[config.mk]
export PLATFORM = sky130hd
export DESIGN_NAME = analog_control_register_bank
export DESIGN_NICKNAME = d
export VERILOG_FILES = /design/src/analog_ctrl_pkg.sv /design/src/analog_control_register_bank.sv /design/src/analog_ctrl_regfile.sv
export VERILOG_INCLUDE_DIRS = /design/src
export SDC_FILE = /design/constraint.sdc
export NUM_CORES = 1
export LEC_CHECK = 0
export BUFFER_PORTS_ARGS = -buffer_cell sky130_fd_sc_hd__buf_2
export CORE_MARGIN = 4
export CORE_UTILIZATION = 50
export CTS_CLUSTER_DIAMETER = 60
export CTS_CLUSTER_SIZE = 30
export DETAILED_ROUTE_END_ITERATION = 16
export PLACE_DENSITY = 0.88
export SLEW_MARGIN = 0
export SYNTH_ARGS = -nofsm -noshare
export SYNTH_HDL_FRONTEND = slang
export SYNTH_SLANG_ARGS = --single-unit
[constraint.sdc]
create_clock -name clk -period 2.76 [get_ports clk]
set_clock_uncertainty 0.1 [all_clocks]
set_input_delay 0.138 -clock clk [delete_from_list [all_inputs] [get_ports clk]]
set_output_delay 0.138 -clock clk [all_outputs]
set_load 0.1 [all_outputs]
[src/analog_ctrl_defines.svh]
`ifndef ANALOG_CTRL_DEFINES_SVH
`define ANALOG_CTRL_DEFINES_SVH
// Behaviour
// RL1: ramp control bit 4 power save, reset 0, selects mixed 8/10-bit conversion.
// RL2: ramp control bit 3 forces ramp converter all-high for test, reset 0.
// RL3: ramp control bit 2 selects flyback 500 ns (0, reset) or 800 ns.
// RL4: ramp control bits 1-0 shift ramp start; 00 early, 01 none (reset), 10 late.
// RL5: amp register bit 4 output monitor, bit 3 converter monitor, both reset 0.
// RL6: amp register bits 2-0 bias current in 25% steps, reset 100 nominal.
// RL7: register 08h ramp peak scale, reset 0; host should program 78h.
// RL8: pixel bias bits 1-0 sink current reset 01; bit 2 external reference.
// RL9: gamma bit 4 stops converter switching during sensor sampling, reset 0.
// RL10: gamma bit 3 enables sensor sample-and-hold, 0 bypasses it, reset 0.
// RL11: gamma bits 2-0 sensor current reference divided by 2^(7-code), reset 0.
// RL12: host waits 10 ms after current change and samples only in blanking.
// RL13: supply mode bits 1-0 choose converter mode, reset 00; bits 3-2 sensor enable.
// RL14: auto mode one holds OLED current fixed from dimming and reference current.
// RL15: auto mode two regulates current, clamps at manual level threshold.
// RL16: manual level at 0Eh, reset 51h, used in modes 01 and 10.
// RL17: converter control bit 7 disables soft start when 1, reset 0.
// RL18: converter control bits 6-4 clock duty ratio, reset 3h, code 7h unused.
// RL19: converter control bits 3-2 clock frequency 125 to 800 kHz, reset 3.
// RL20: converter control bits 1-0 soft-start duration 2 to 16 ms, reset 1.
// RL21: register 0Dh maximum pixel voltage level, reset 0Dh.
// RL22: while global write protect is 1, host writes to the bank are ignored.
// RL23: unassigned bits read zero and ignore writes.
`define ADDR_RAMP_CONTROL      8'h06
`define ADDR_RAMP_AMP_CONTROL  8'h07
`define ADDR_RAMP_DAC_MAXIMUM  8'h08
`define ADDR_PIXEL_BIAS        8'h09
`define ADDR_GAMMA_SENSOR      8'h0A
`define ADDR_CATHODE_MODE      8'h0B
`define ADDR_CONVERTER_CONTROL 8'h0C
`define ADDR_MAX_PIXEL_VOLTAGE 8'h0D
`define ADDR_CATHODE_MANUAL    8'h0E
`define ADDR_FIRST             8'h06
`define NUM_REGS               9
`define MASK_RAMP_CONTROL      8'h1F
`define MASK_RAMP_AMP_CONTROL  8'h1F
`define MASK_RAMP_DAC_MAXIMUM  8'hFF
`define MASK_PIXEL_BIAS        8'h07
`define MASK_GAMMA_SENSOR      8'h1F
`define MASK_CATHODE_MODE      8'h0F
`define MASK_CONVERTER_CONTROL 8'hFF
`define MASK_MAX_PIXEL_VOLTAGE 8'hFF
`define MASK_CATHODE_MANUAL    8'hFF
`define RST_RAMP_CONTROL       8'h01
`define RST_RAMP_AMP_CONTROL   8'h04
`define RST_RAMP_DAC_MAXIMUM   8'h00
`define RST_PIXEL_BIAS         8'h01
`define RST_GAMMA_SENSOR       8'h00
`define RST_CATHODE_MODE       8'h00
`define RST_CONVERTER_CONTROL  8'h3D
`define RST_MAX_PIXEL_VOLTAGE  8'h0D
`define RST_CATHODE_MANUAL     8'h51
`define FLYBACK_SHORT_NS       500
`define FLYBACK_LONG_NS        800
`define CLK_PERIOD_NS          40
`define SENSOR_SETTLE_MS       10
`define SOFT_START_BASE_MS     2
`endif

[src/analog_ctrl_pkg.sv]
package analog_ctrl_pkg;
  typedef enum logic [1:0] {
    auto_current_mode_one = 2'h0,
    auto_clamped_mode_two = 2'h1,
    manual_mode           = 2'h2,
    mode_reserved         = 2'h3
  } cathode_mode_t;

  typedef struct packed {
    logic       counter_power_save;
    logic       ramp_force_high;
    logic       flyback_time_select;
    logic [1:0] ramp_start_shift;
    logic [9:0] flyback_cycles;
    logic       amp_output_monitor_en;
    logic       ramp_converter_monitor_en;
    logic [2:0] amp_bias_current;
    logic [7:0] ramp_peak_scale;
    logic       external_reference_select;
    logic [1:0] pixel_sink_current;
  } ramp_cfg_t;

  typedef struct packed {
    logic          converter_hold_en;
    logic          sensor_sample_hold_en;
    logic [2:0]    sensor_current_code;
    logic [7:0]    sensor_current_onehot;
    logic          sensor_settled;
    cathode_mode_t cathode_mode_field;
    logic [1:0]    current_sensor_en;
    logic          regulate_current;
    logic          clamp_at_level;
    logic          use_manual_level;
    logic [7:0]    cathode_manual_level;
    logic          soft_start_disable;
    logic [2:0]    converter_clock_duty;
    logic          duty_code_illegal;
    logic [1:0]    converter_clock_freq;
    logic [1:0]    soft_start_duration;
    logic [7:0]    max_pixel_voltage;
  } supply_cfg_t;
endpackage : analog_ctrl_pkg

[src/analog_control_register_bank.sv]
`timescale 1ns/10ps
`include "analog_ctrl_defines.svh"
module analog_control_register_bank
  import analog_ctrl_pkg::*;
#(
  parameter int SETTLE_CYCLES = (`SENSOR_SETTLE_MS * 1000000) / `CLK_PERIOD_NS
) (
  input  wire logic        clk,
  input  wire logic        nrst,
  input  wire logic        clk_en,
  input  wire logic        global_write_protect,
  input  wire logic        reg_wr,
  input  wire logic [7:0]  reg_addr,
  input  wire logic [7:0]  reg_wdata,
  output logic      [7:0]  reg_rdata,
  output logic             reg_hit,
  output ramp_cfg_t        ramp_cfg,
  output supply_cfg_t      supply_cfg
);
  localparam int FLY_SHORT = (`FLYBACK_SHORT_NS + `CLK_PERIOD_NS - 1) / `CLK_PERIOD_NS;
  localparam int FLY_LONG  = (`FLYBACK_LONG_NS + `CLK_PERIOD_NS - 1) / `CLK_PERIOD_NS;

  logic        in_range;
  logic [3:0]  idx;
  logic        wr_ok;
  logic [71:0] regs;
  logic [7:0]  r_ramp, r_amp, r_peak, r_bias, r_gamma, r_mode, r_conv, r_vmax, r_man;
  logic [2:0]  code_prev_ff;
  logic [23:0] settle_cnt_ff;
  logic [23:0] nxt_settle_cnt;
  logic        settled_ff;

  assign in_range = reg_addr >= `ADDR_RAMP_CONTROL && reg_addr <= `ADDR_CATHODE_MANUAL;
  assign idx      = 4'(reg_addr - `ADDR_FIRST);
  assign reg_hit  = in_range;
  // RL22 writes blocked while protected
  assign wr_ok    = reg_wr && in_range && !global_write_protect;

  analog_ctrl_regfile #(.NREGS(`NUM_REGS)) u_regs (
    .clk        (clk),
    .nrst       (nrst),
    .clk_en     (clk_en),
    .wr_en      (wr_ok),
    .wr_idx     (idx),
    .wr_data    (reg_wdata),
    .rd_idx     (in_range ? idx : 4'hF),
    .rd_data_ff (reg_rdata),
    .regs_flat  (regs)
  );

  assign r_ramp  = regs[7:0];
  assign r_amp   = regs[15:8];
  assign r_peak  = regs[23:16];
  assign r_bias  = regs[31:24];
  assign r_gamma = regs[39:32];
  assign r_mode  = regs[47:40];
  assign r_conv  = regs[55:48];
  assign r_vmax  = regs[63:56];
  assign r_man   = regs[71:64];

  always_comb begin
    // RL1 power save
    ramp_cfg.counter_power_save        = r_ramp[4];
    // RL2 force high test
    ramp_cfg.ramp_force_high           = r_ramp[3];
    // RL3 flyback select
    ramp_cfg.flyback_time_select       = r_ramp[2];
    ramp_cfg.flyback_cycles            = r_ramp[2] ? 10'(FLY_LONG) : 10'(FLY_SHORT);
    // RL4 ramp start shift
    ramp_cfg.ramp_start_shift          = r_ramp[1:0];
    // RL5 monitor enables
    ramp_cfg.amp_output_monitor_en     = r_amp[4];
    ramp_cfg.ramp_converter_monitor_en = r_amp[3];
    // RL6 bias current
    ramp_cfg.amp_bias_current          = r_amp[2:0];
    // RL7 peak scale
    ramp_cfg.ramp_peak_scale           = r_peak;
    // RL8 pixel bias
    ramp_cfg.external_reference_select = r_bias[2];
    ramp_cfg.pixel_sink_current        = r_bias[1:0];
  end

  // RL12 settle timer after current code change, advisory for the host
  always_ff @(posedge clk or negedge nrst) begin
    if (!nrst) begin
      code_prev_ff <= 3'h0;
    end else if (clk_en) begin
      code_prev_ff <= r_gamma[2:0];
    end
  end

  always_comb begin
    nxt_settle_cnt = settle_cnt_ff;
    if (code_prev_ff != r_gamma[2:0]) begin
      nxt_settle_cnt = 24'(SETTLE_CYCLES);
    end else if (settle_cnt_ff != 24'h000000) begin
      nxt_settle_cnt = settle_cnt_ff - 24'h000001;
    end
  end

  always_ff @(posedge clk or negedge nrst) begin
    if (!nrst) begin
      settle_cnt_ff <= 24'h000000;
      settled_ff    <= 1'b1;
    end else if (clk_en) begin
      settle_cnt_ff <= nxt_settle_cnt;
      settled_ff    <= (nxt_settle_cnt == 24'h000000);
    end
  end

  always_comb begin
    // RL9 converter hold
    supply_cfg.converter_hold_en     = r_gamma[4];
    // RL10 sample hold
    supply_cfg.sensor_sample_hold_en = r_gamma[3];
    // RL11 current divider
    supply_cfg.sensor_current_code   = r_gamma[2:0];
    supply_cfg.sensor_current_onehot = 8'h01 << r_gamma[2:0];
    supply_cfg.sensor_settled        = settled_ff;
    // RL13 converter mode
    supply_cfg.cathode_mode_field    = cathode_mode_t'(r_mode[1:0]);
    supply_cfg.current_sensor_en     = r_mode[3:2];
    // RL14 auto one regulates current
    supply_cfg.regulate_current      = r_mode[1:0] == 2'h0 || r_mode[1:0] == 2'h1;
    // RL15 auto two clamps
    supply_cfg.clamp_at_level        = r_mode[1:0] == 2'h1;
    // RL16 manual level use
    supply_cfg.use_manual_level      = r_mode[1:0] == 2'h1 || r_mode[1:0] == 2'h2;
    supply_cfg.cathode_manual_level  = r_man;
    // RL17 soft start disable
    supply_cfg.soft_start_disable    = r_conv[7];
    // RL18 clock duty
    supply_cfg.converter_clock_duty  = r_conv[6:4];
    supply_cfg.duty_code_illegal     = r_conv[6:4] == 3'h7;
    // RL19 clock frequency
    supply_cfg.converter_clock_freq  = r_conv[3:2];
    // RL20 soft start duration
    supply_cfg.soft_start_duration   = r_conv[1:0];
    // RL21 max pixel voltage
    supply_cfg.max_pixel_voltage     = r_vmax;
  end

  a_protect_holds: assert property (@(posedge clk) disable iff (!nrst)
    global_write_protect && clk_en |=> $stable(regs)) // RL22
    else $error("register changed while write protected");

  a_write_lands: assert property (@(posedge clk) disable iff (!nrst)
    wr_ok && clk_en && reg_addr == `ADDR_CATHODE_MANUAL
    |=> supply_cfg.cathode_manual_level == $past(reg_wdata)) // RL16
    else $error("manual level write lost");

  a_ramp_zero_bits: assert property (@(posedge clk) disable iff (!nrst)
    r_ramp[7:5] == 3'h0 && r_bias[7:3] == 5'h00 && r_gamma[7:5] == 3'h0) // RL23
    else $error("unassigned bit set");

  a_flyback_count: assert property (@(posedge clk) disable iff (!nrst)
    ramp_cfg.flyback_cycles == (r_ramp[2] ? 10'd20 : 10'd13)) // RL3
    else $error("flyback count wrong");

  a_clamp_mode: assert property (@(posedge clk) disable iff (!nrst)
    supply_cfg.clamp_at_level |-> supply_cfg.use_manual_level
      && supply_cfg.regulate_current) // RL15
    else $error("mode two decode wrong");

  a_sensor_div: assert property (@(posedge clk) disable iff (!nrst)
    supply_cfg.sensor_current_onehot[r_gamma[2:0]]
      && $onehot(supply_cfg.sensor_current_onehot)) // RL11
    else $error("sensor divider decode wrong");

  a_settle_start: assert property (@(posedge clk) disable iff (!nrst)
    clk_en && $changed(r_gamma[2:0]) ##1 clk_en |=> !settled_ff) // RL12
    else $error("settle flag not cleared");

  a_soft_start: assert property (@(posedge clk) disable iff (!nrst)
    supply_cfg.soft_start_disable == r_conv[7]
      && supply_cfg.converter_hold_en == r_gamma[4]) // RL17
    else $error("converter control decode wrong");

  a_mode_one: assert property (@(posedge clk) disable iff (!nrst)
    r_mode[1:0] == 2'h0 |-> supply_cfg.regulate_current
      && !supply_cfg.use_manual_level) // RL14
    else $error("mode one decode wrong");
endmodule : analog_control_register_bank

[src/analog_ctrl_regfile.sv]
`timescale 1ns/10ps
`include "analog_ctrl_defines.svh"
module analog_ctrl_regfile
  import analog_ctrl_pkg::*;
#(
  parameter int NREGS = `NUM_REGS
) (
  input  wire logic                   clk,
  input  wire logic                   nrst,
  input  wire logic                   clk_en,
  input  wire logic                   wr_en,
  input  wire logic [3:0]             wr_idx,
  input  wire logic [7:0]             wr_data,
  input  wire logic [3:0]             rd_idx,
  output logic      [7:0]             rd_data_ff,
  output logic      [NREGS*8-1:0]     regs_flat
);
  localparam logic [NREGS*8-1:0] MASKS = {
    `MASK_CATHODE_MANUAL, `MASK_MAX_PIXEL_VOLTAGE, `MASK_CONVERTER_CONTROL,
    `MASK_CATHODE_MODE, `MASK_GAMMA_SENSOR, `MASK_PIXEL_BIAS,
    `MASK_RAMP_DAC_MAXIMUM, `MASK_RAMP_AMP_CONTROL, `MASK_RAMP_CONTROL};
  localparam logic [NREGS*8-1:0] RESETS = {
    `RST_CATHODE_MANUAL, `RST_MAX_PIXEL_VOLTAGE, `RST_CONVERTER_CONTROL,
    `RST_CATHODE_MODE, `RST_GAMMA_SENSOR, `RST_PIXEL_BIAS,
    `RST_RAMP_DAC_MAXIMUM, `RST_RAMP_AMP_CONTROL, `RST_RAMP_CONTROL};

  genvar g;
  generate
    for (g = 0; g < NREGS; g++) begin : g_reg
      logic [7:0] reg_ff;
      always_ff @(posedge clk or negedge nrst) begin
        if (!nrst) begin
          reg_ff <= RESETS[g*8 +: 8];
        end else if (clk_en && wr_en && wr_idx == 4'(g)) begin
          // RL23 mask unassigned bits
          reg_ff <= wr_data & MASKS[g*8 +: 8];
        end
      end
      assign regs_flat[g*8 +: 8] = reg_ff;
    end
  endgenerate

  always_ff @(posedge clk or negedge nrst) begin
    if (!nrst) begin
      rd_data_ff <= 8'h00;
    end else if (clk_en) begin
      rd_data_ff <= (rd_idx < 4'(NREGS)) ? regs_flat[rd_idx*8 +: 8] : 8'h00;
    end
  end
endmodule : analog_ctrl_regfile

[Word level (Yosys, flattened, before mapping)]
Cells that the tools add are included.
Storage, ports and cells
  output and inout bits: 86
  flip-flop bits (word level): 90
  logic and storage cells: 57
Cells by class
  shift operators: 2
  add/subtract/negate cells: 2
  order comparisons: 3
  reductions and logical operators: 20
  mux-type cells: 5
  equality and inequality tests: 12
Operators with widths (number)
  variable part select 72 x 8 -> 8 bit: 1
  2-to-1 mux 24 bit: 2
  zero test 24 bit: 1
  nonzero test 24 bit: 1
  subtractor 24 x 1 -> 24 bit (second input constant): 1
  equality test 4 x 3 -> 1 bit (second input constant): 4
  logical AND 1 bit: 13
  equality test 4 x 2 -> 1 bit (second input constant): 2
  greater-or-equal comparator 8 x 3 -> 1 bit (second input constant): 1
  <= comparator 8 x 4 -> 1 bit (second input constant): 1
  2-to-1 mux 8 bit: 1
  left shift 1 x 3 -> 8 bit (first input constant): 1
  2-to-1 mux 5 bit: 1
  equality test 4 x 1 -> 1 bit (second input constant): 1
  equality test 4 bit (second input constant): 1
  zero test 4 bit: 1
  < comparator 4 bit (second input constant): 1
  2-to-1 mux 4 bit: 1
  subtractor 4 x 3 -> 4 bit (second input constant): 1
  equality test 3 bit (second input constant): 1
  inequality test 3 bit: 1
  equality test 2 x 1 -> 1 bit (second input constant): 1
  equality test 2 bit (second input constant): 1
  zero test 2 bit: 1
  other kinds (2): 3

[Logic depth before layout (Yosys ltp)]
  depth in word-level cells: 6
  depth in mapped cells: 9
  gate-level depth less buffers: 9

[By module]
A second synthesis with hierarchy kept.
Unflattened totals
  cell total of the unflattened synthesis: 486
  area, all modules: 5187.5 um^2
By module, submodules not included
  analog_ctrl_regfile: area each 3000.4 um^2, instances 1, cells each 220
  analog_control_register_bank: area each 2187.1 um^2, instances 1, cells each 266

[Least setup slack after synthesis]
OpenSTA, ideal clock, no wires.
  kind: register to output
  start point: reg u_regs.g_reg[4].reg_ff[0]
  end point: out supply_cfg[34] (netlist name)
  setup slack: -0.968 ns
  cell stages (with the launch flop): 3
  data required time: 2.522 ns
  path buffers: 1
  arrival: 3.490 ns
  cells stage by stage: dfrtp_1 clkbuf_1 nor3b_1
RTL lines
  start, declared: line analog_ctrl_regfile.sv:30  | logic [7:0] reg_ff;
  start signal, assigned: line analog_ctrl_regfile.sv:33  | reg_ff <= RESETS[g*8 +: 8];
  start signal, assigned: line analog_ctrl_regfile.sv:36  | reg_ff <= wr_data & MASKS[g*8 +: 8];
  end, declared: line analog_control_register_bank.sv:18  | output supply_cfg_t supply_cfg

[Final worst setup path]
  start point: reg settle_cnt_ff[4]
  end point: reg settled_ff
On the way
  cells in the longest elaborated chain, start to end: 4
  elaborated cells on any way between the ends: 5
  those cells by class: add/sub (1); mux (2); reduce/logical (2)
RTL lines
  start, declared: line analog_control_register_bank.sv:29  | logic [23:0] settle_cnt_ff;
  start signal, assigned: line analog_control_register_bank.sv:106  | settle_cnt_ff <= nxt_settle_cnt;
  subtractor 24 x 1 -> 24 bit / nonzero test 24 bit (equally long branches): line analog_control_register_bank.sv:97, analog_control_register_bank.sv:96
  2-to-1 mux 24 bit *: line analog_control_register_bank.sv:96  | end else if (settle_cnt_ff != 24'h000000) begin
  2-to-1 mux 24 bit *: line analog_control_register_bank.sv:94  | if (code_prev_ff != r_gamma[2:0]) begin
  zero test 24 bit *: line analog_control_register_bank.sv:107  | settled_ff <= (nxt_settle_cnt == 24'h000000);
  end signal, assigned: line analog_control_register_bank.sv:107
  end, declared: line analog_control_register_bank.sv:31  | logic settled_ff;
Mark *: on every way between the ends. The rest lies on a longest branch, timed or not.
A chain may end at the register's enable or synchronous reset.

==> summary.txt <==
Synthesis
  – Largest family of logic cells by synthesized area: simple AND/OR/NAND/NOR gates
  – Distinct cells, synth: 62
  – Adder-Cell Fraction of Synth Area: 0.0128
  – Mapped Avg Cell Area: 10.4 µm²
  – Post-Synth Simple-Gate Area: 0.169
  – Yosys reg bits: 90
  – Multiplexer share of the synthesized area: 0.161
  – Syn. warnings: 0
  – Post-synthesis compound-gate area fraction: 0.129
  – Synthesized area: 4900 µm²
  – Main synth FF type: dfrtp_1
  – Synth Area in XOR/XNOR: 0.0161
  – Number of synthesized flops with an enable pin: 0
  – Post-synthesis async set-or-reset flop share: 1.00
  – Cells after synthesis: 472
  – Register area share after synthesis: 0.463

GRT
  – Largest net degree at the start of global routing: 51
  – Grt ovf: 0
  – Gr usage total: 0.242
  – Initial antenna violation count: 0
  – Vias in the first global route: 4384
  – First-pass GRT wire length: 22100 µm

Placed design
  – Placed cells: just over 700
  – Final HPWL DP: slightly below 10000 µm
  – Pre-CTS setup slack: 0.0158 ns
  – Final Wtd Congestion: 0.924
  – # port buffers: between 90 and 100

STA
  – Fin worst setup slack: ~0.11 ns
  – Crit share post-route: 0.960
  – Max Freq: 0.377 GHz
  – Slew @ Worst Pin: 0.684 ns
  – Worst hold slack: about 0.009 ns
  – Setup Viol. Count Final: 0
  – Slew margin rel.: 0.544
  – Final Critical Period: 2.65 ns
  – Hold Fails Final Rpt: 0
  – RSZ-0062 raised after global routing: yes
  – Count of pins over their slew limit: 0

Worst setup path
  – Kind of critical path: reg2reg
  – R2R Setup Slk: 0.11 ns
  – Crit Path Max Fanout: 3
  – Critical path buffer and inverter count: 0
  – Reg2reg path depth: 6
  – Slowest-stage cell, CP: or4b_4
  – Launch point of the worst reg-to-reg path: settle_cnt_ff[4]
  – CP endpoint kind: flip-flop
  – CP delay by family, top: simple AND/OR/NAND/NOR gates
  – CP required: 2.94 ns
  – Startpoint types: flip-flop
  – Critical path arrival: 2.83 ns
  – Slowest stage delay, CP: approximately 0.54 ns
  – Worst R2R End: settled_ff
  – Critical path cell sequence: or2_1 > or4_4 > or4b_4 > nor4_2 > and2b_1 > o41ai_2

Finish
  – Most common cell after layout, fill and taps aside: buf_2
  – Footprint of the multi-input gates: 2450 µm²
  – Fin nets: between 600 and 700
  – Fin util: 0.638
  – Syn-to-layout area delta: 22.0%
  – Post-Layout Cell Count: 732
  – FILL cells: 724
  – Commonest cells after routing, fill and taps aside: buf_2, dfrtp_1, mux2_2
  – Share of post-route cells with drive strength above 1: 0.418
  – Antenna fix cells: 0
  – Register Area: 2270 µm²

Clocking
  – Clk slew on worst S/H paths: 0.09 ns
  – CTS buffer count: 9
  – Root buffer selected by CTS: clkbuf_8
  – CTS sink count: 90
  – CTS tree: built
  – Clock insertion delay at the later pin of the skew report: 0.37 ns
  – CTS H-tree lvls: 3
  – Clock Tree Buf Depth: 2

Worst hold path
  – Hold worst-path end: u_regs.rd_data_ff[2]
  – Hold Path Cell Cnt: 3
  – Worst min path class: in2reg
  – Min-delay src: clk_en

Power
  – Pwr/cell area: 601 nW/µm²
  – VDD IR-drop max: 0.397 mV
  – Leakage: around 2.9 nW
  – Pwr Total: between 3 and 4 mW

Detailed routing
  – DR WL/cell: 18.7 µm
  – Pre-Repair DR Iteration Count: 5
  – Drc violations: 0
  – Via Count: 4378
  – Antenna Nets Post-Route: 0
  – Initial DRC count: between 300 and 400
  – Wirelength, routed: ~14000 µm
  – Vias per inst: 5.98

Job
  – Max-Cap Viols: 0

Outcome
  – Status: finished clean

Die
  – Starting density of the core: 0.523
  – Die Width: between 100 and 150 µm
  – # IOs: 107
  – Die area: approximately 11000 µm²
  – Core Region: 9370 µm²
  – Height of the die: 107 µm
  – Row cnt: 35
-- what timing repair did --
action,CTS,global route
hold buffers,4,0
setup endpoints to repair,1,3
buffers inserted,0,1
pin swaps,0,8
resized for setup,1,8
gates cloned,0,0
endpoints found under the hold margin,52,0
-- worst reg2reg max path: stages (launching register included) --
cell	delay, ns
dfrtp_1	0.38
or2_1	0.24
or4_4	0.44
or4b_4	0.54
nor4_2	0.30
and2b_1	0.24
o41ai_2	0.32
-- state kept, by name (all words and copies together), names as in the netlist --
signal             flops
settled_ff             1
settle_cnt_ff         24
code_prev_ff           3
u_regs.g.reg_ff       54
u_regs.rd_data_ff      8
-- routing by layer --
metal  track usage  routed length [µm]
met5             0                   0
met4         0.101                 437
met3        0.0488                1010
met2         0.416                6850
met1         0.294                5370
-- cells in the mapped netlist (4+ instances only) --
cell type | instances | area [µm²]
xnor2_1 | 4 | 35.0
a31oi_1 | 6 | 37.5
nand2_1 | 39 | 146
xor2_1 | 5 | 43.8
mux2_2 | 57 | 642
a221oi_1 | 4 | 35.0
inv_1 | 13 | 48.8
nand3_1 | 7 | 35.0
buf_4 | 10 | 75.1
a22oi_1 | 4 | 30.0
buf_1 | 4 | 15.0
o41ai_1 | 4 | 35.0
clkbuf_1 | 15 | 56.3
ha_1 | 5 | 62.6
mux2i_1 | 8 | 80.1
nor4_1 | 8 | 50.1
nand2b_1 | 6 | 37.5
or3_1 | 4 | 25.0
nor2_1 | 44 | 165
nor3_1 | 10 | 50.1
o31ai_1 | 6 | 45.0
dfstp_2 | 15 | 394
o21ai_0 | 39 | 195
nor3b_1 | 5 | 37.5
a21oi_1 | 17 | 85.1
dfrtp_1 | 75 | 1880
-- worst max-delay path by stage --
stage                              start                 to  cells after the start
3_3_place_gp            settle_cnt_ff[1]         settled_ff                      9
2_1_floorplan  u_regs.g_reg[4].reg_ff[0]     supply_cfg[34]                      2
4_1_cts                 settle_cnt_ff[1]         settled_ff                      9
3_5_place_dp            settle_cnt_ff[4]  settle_cnt_ff[17]                      8
5_1_grt                 settle_cnt_ff[4]         settled_ff                      6
6_report                settle_cnt_ff[4]         settled_ff                      6
-- power breakdown --
part	leakage, nW	switching (mW)	internal, mW
combinational	1.67	0.669	0.401
clock	0.0939	0.507	0.429
sequential	1.15	0.144	1.45
total	2.91	1.32	2.28
-- area by class of cell --
| class | count | area share |
|---|---|---|
| sequential | 90 | 0.380 |
| tap | 129 | 0.0270 |
| clock buffer | 10 | 0.0213 |
| multi-input combinational | 342 | 0.410 |
| timing repair buffer | 142 | 0.141 |
| clock inverter | 6 | 0.0119 |
| inverter | 13 | 0.00816 |
-- cells by family (layout without fill, tap and decap cells) --
family / after synthesis / count (layout)
buf+inv: 45 / 171
mux: 68 / 68
other cells: 2 / 7
fa+ha+maj: 5 / 5
flops: 90 / 90
compound gates: 98 / 98
xor+xnor: 9 / 9
simple gates: 155 / 155
-- per-stage QoR --
step	area, µm²	setup TNS [ns]
floorplan	4930	-2.50
finish	5980	0
detailed placement	5700	0
CTS	5940	0
global route	5980	-0.00985
global placement	5700	0
Power figures use the tool's default switching activity.
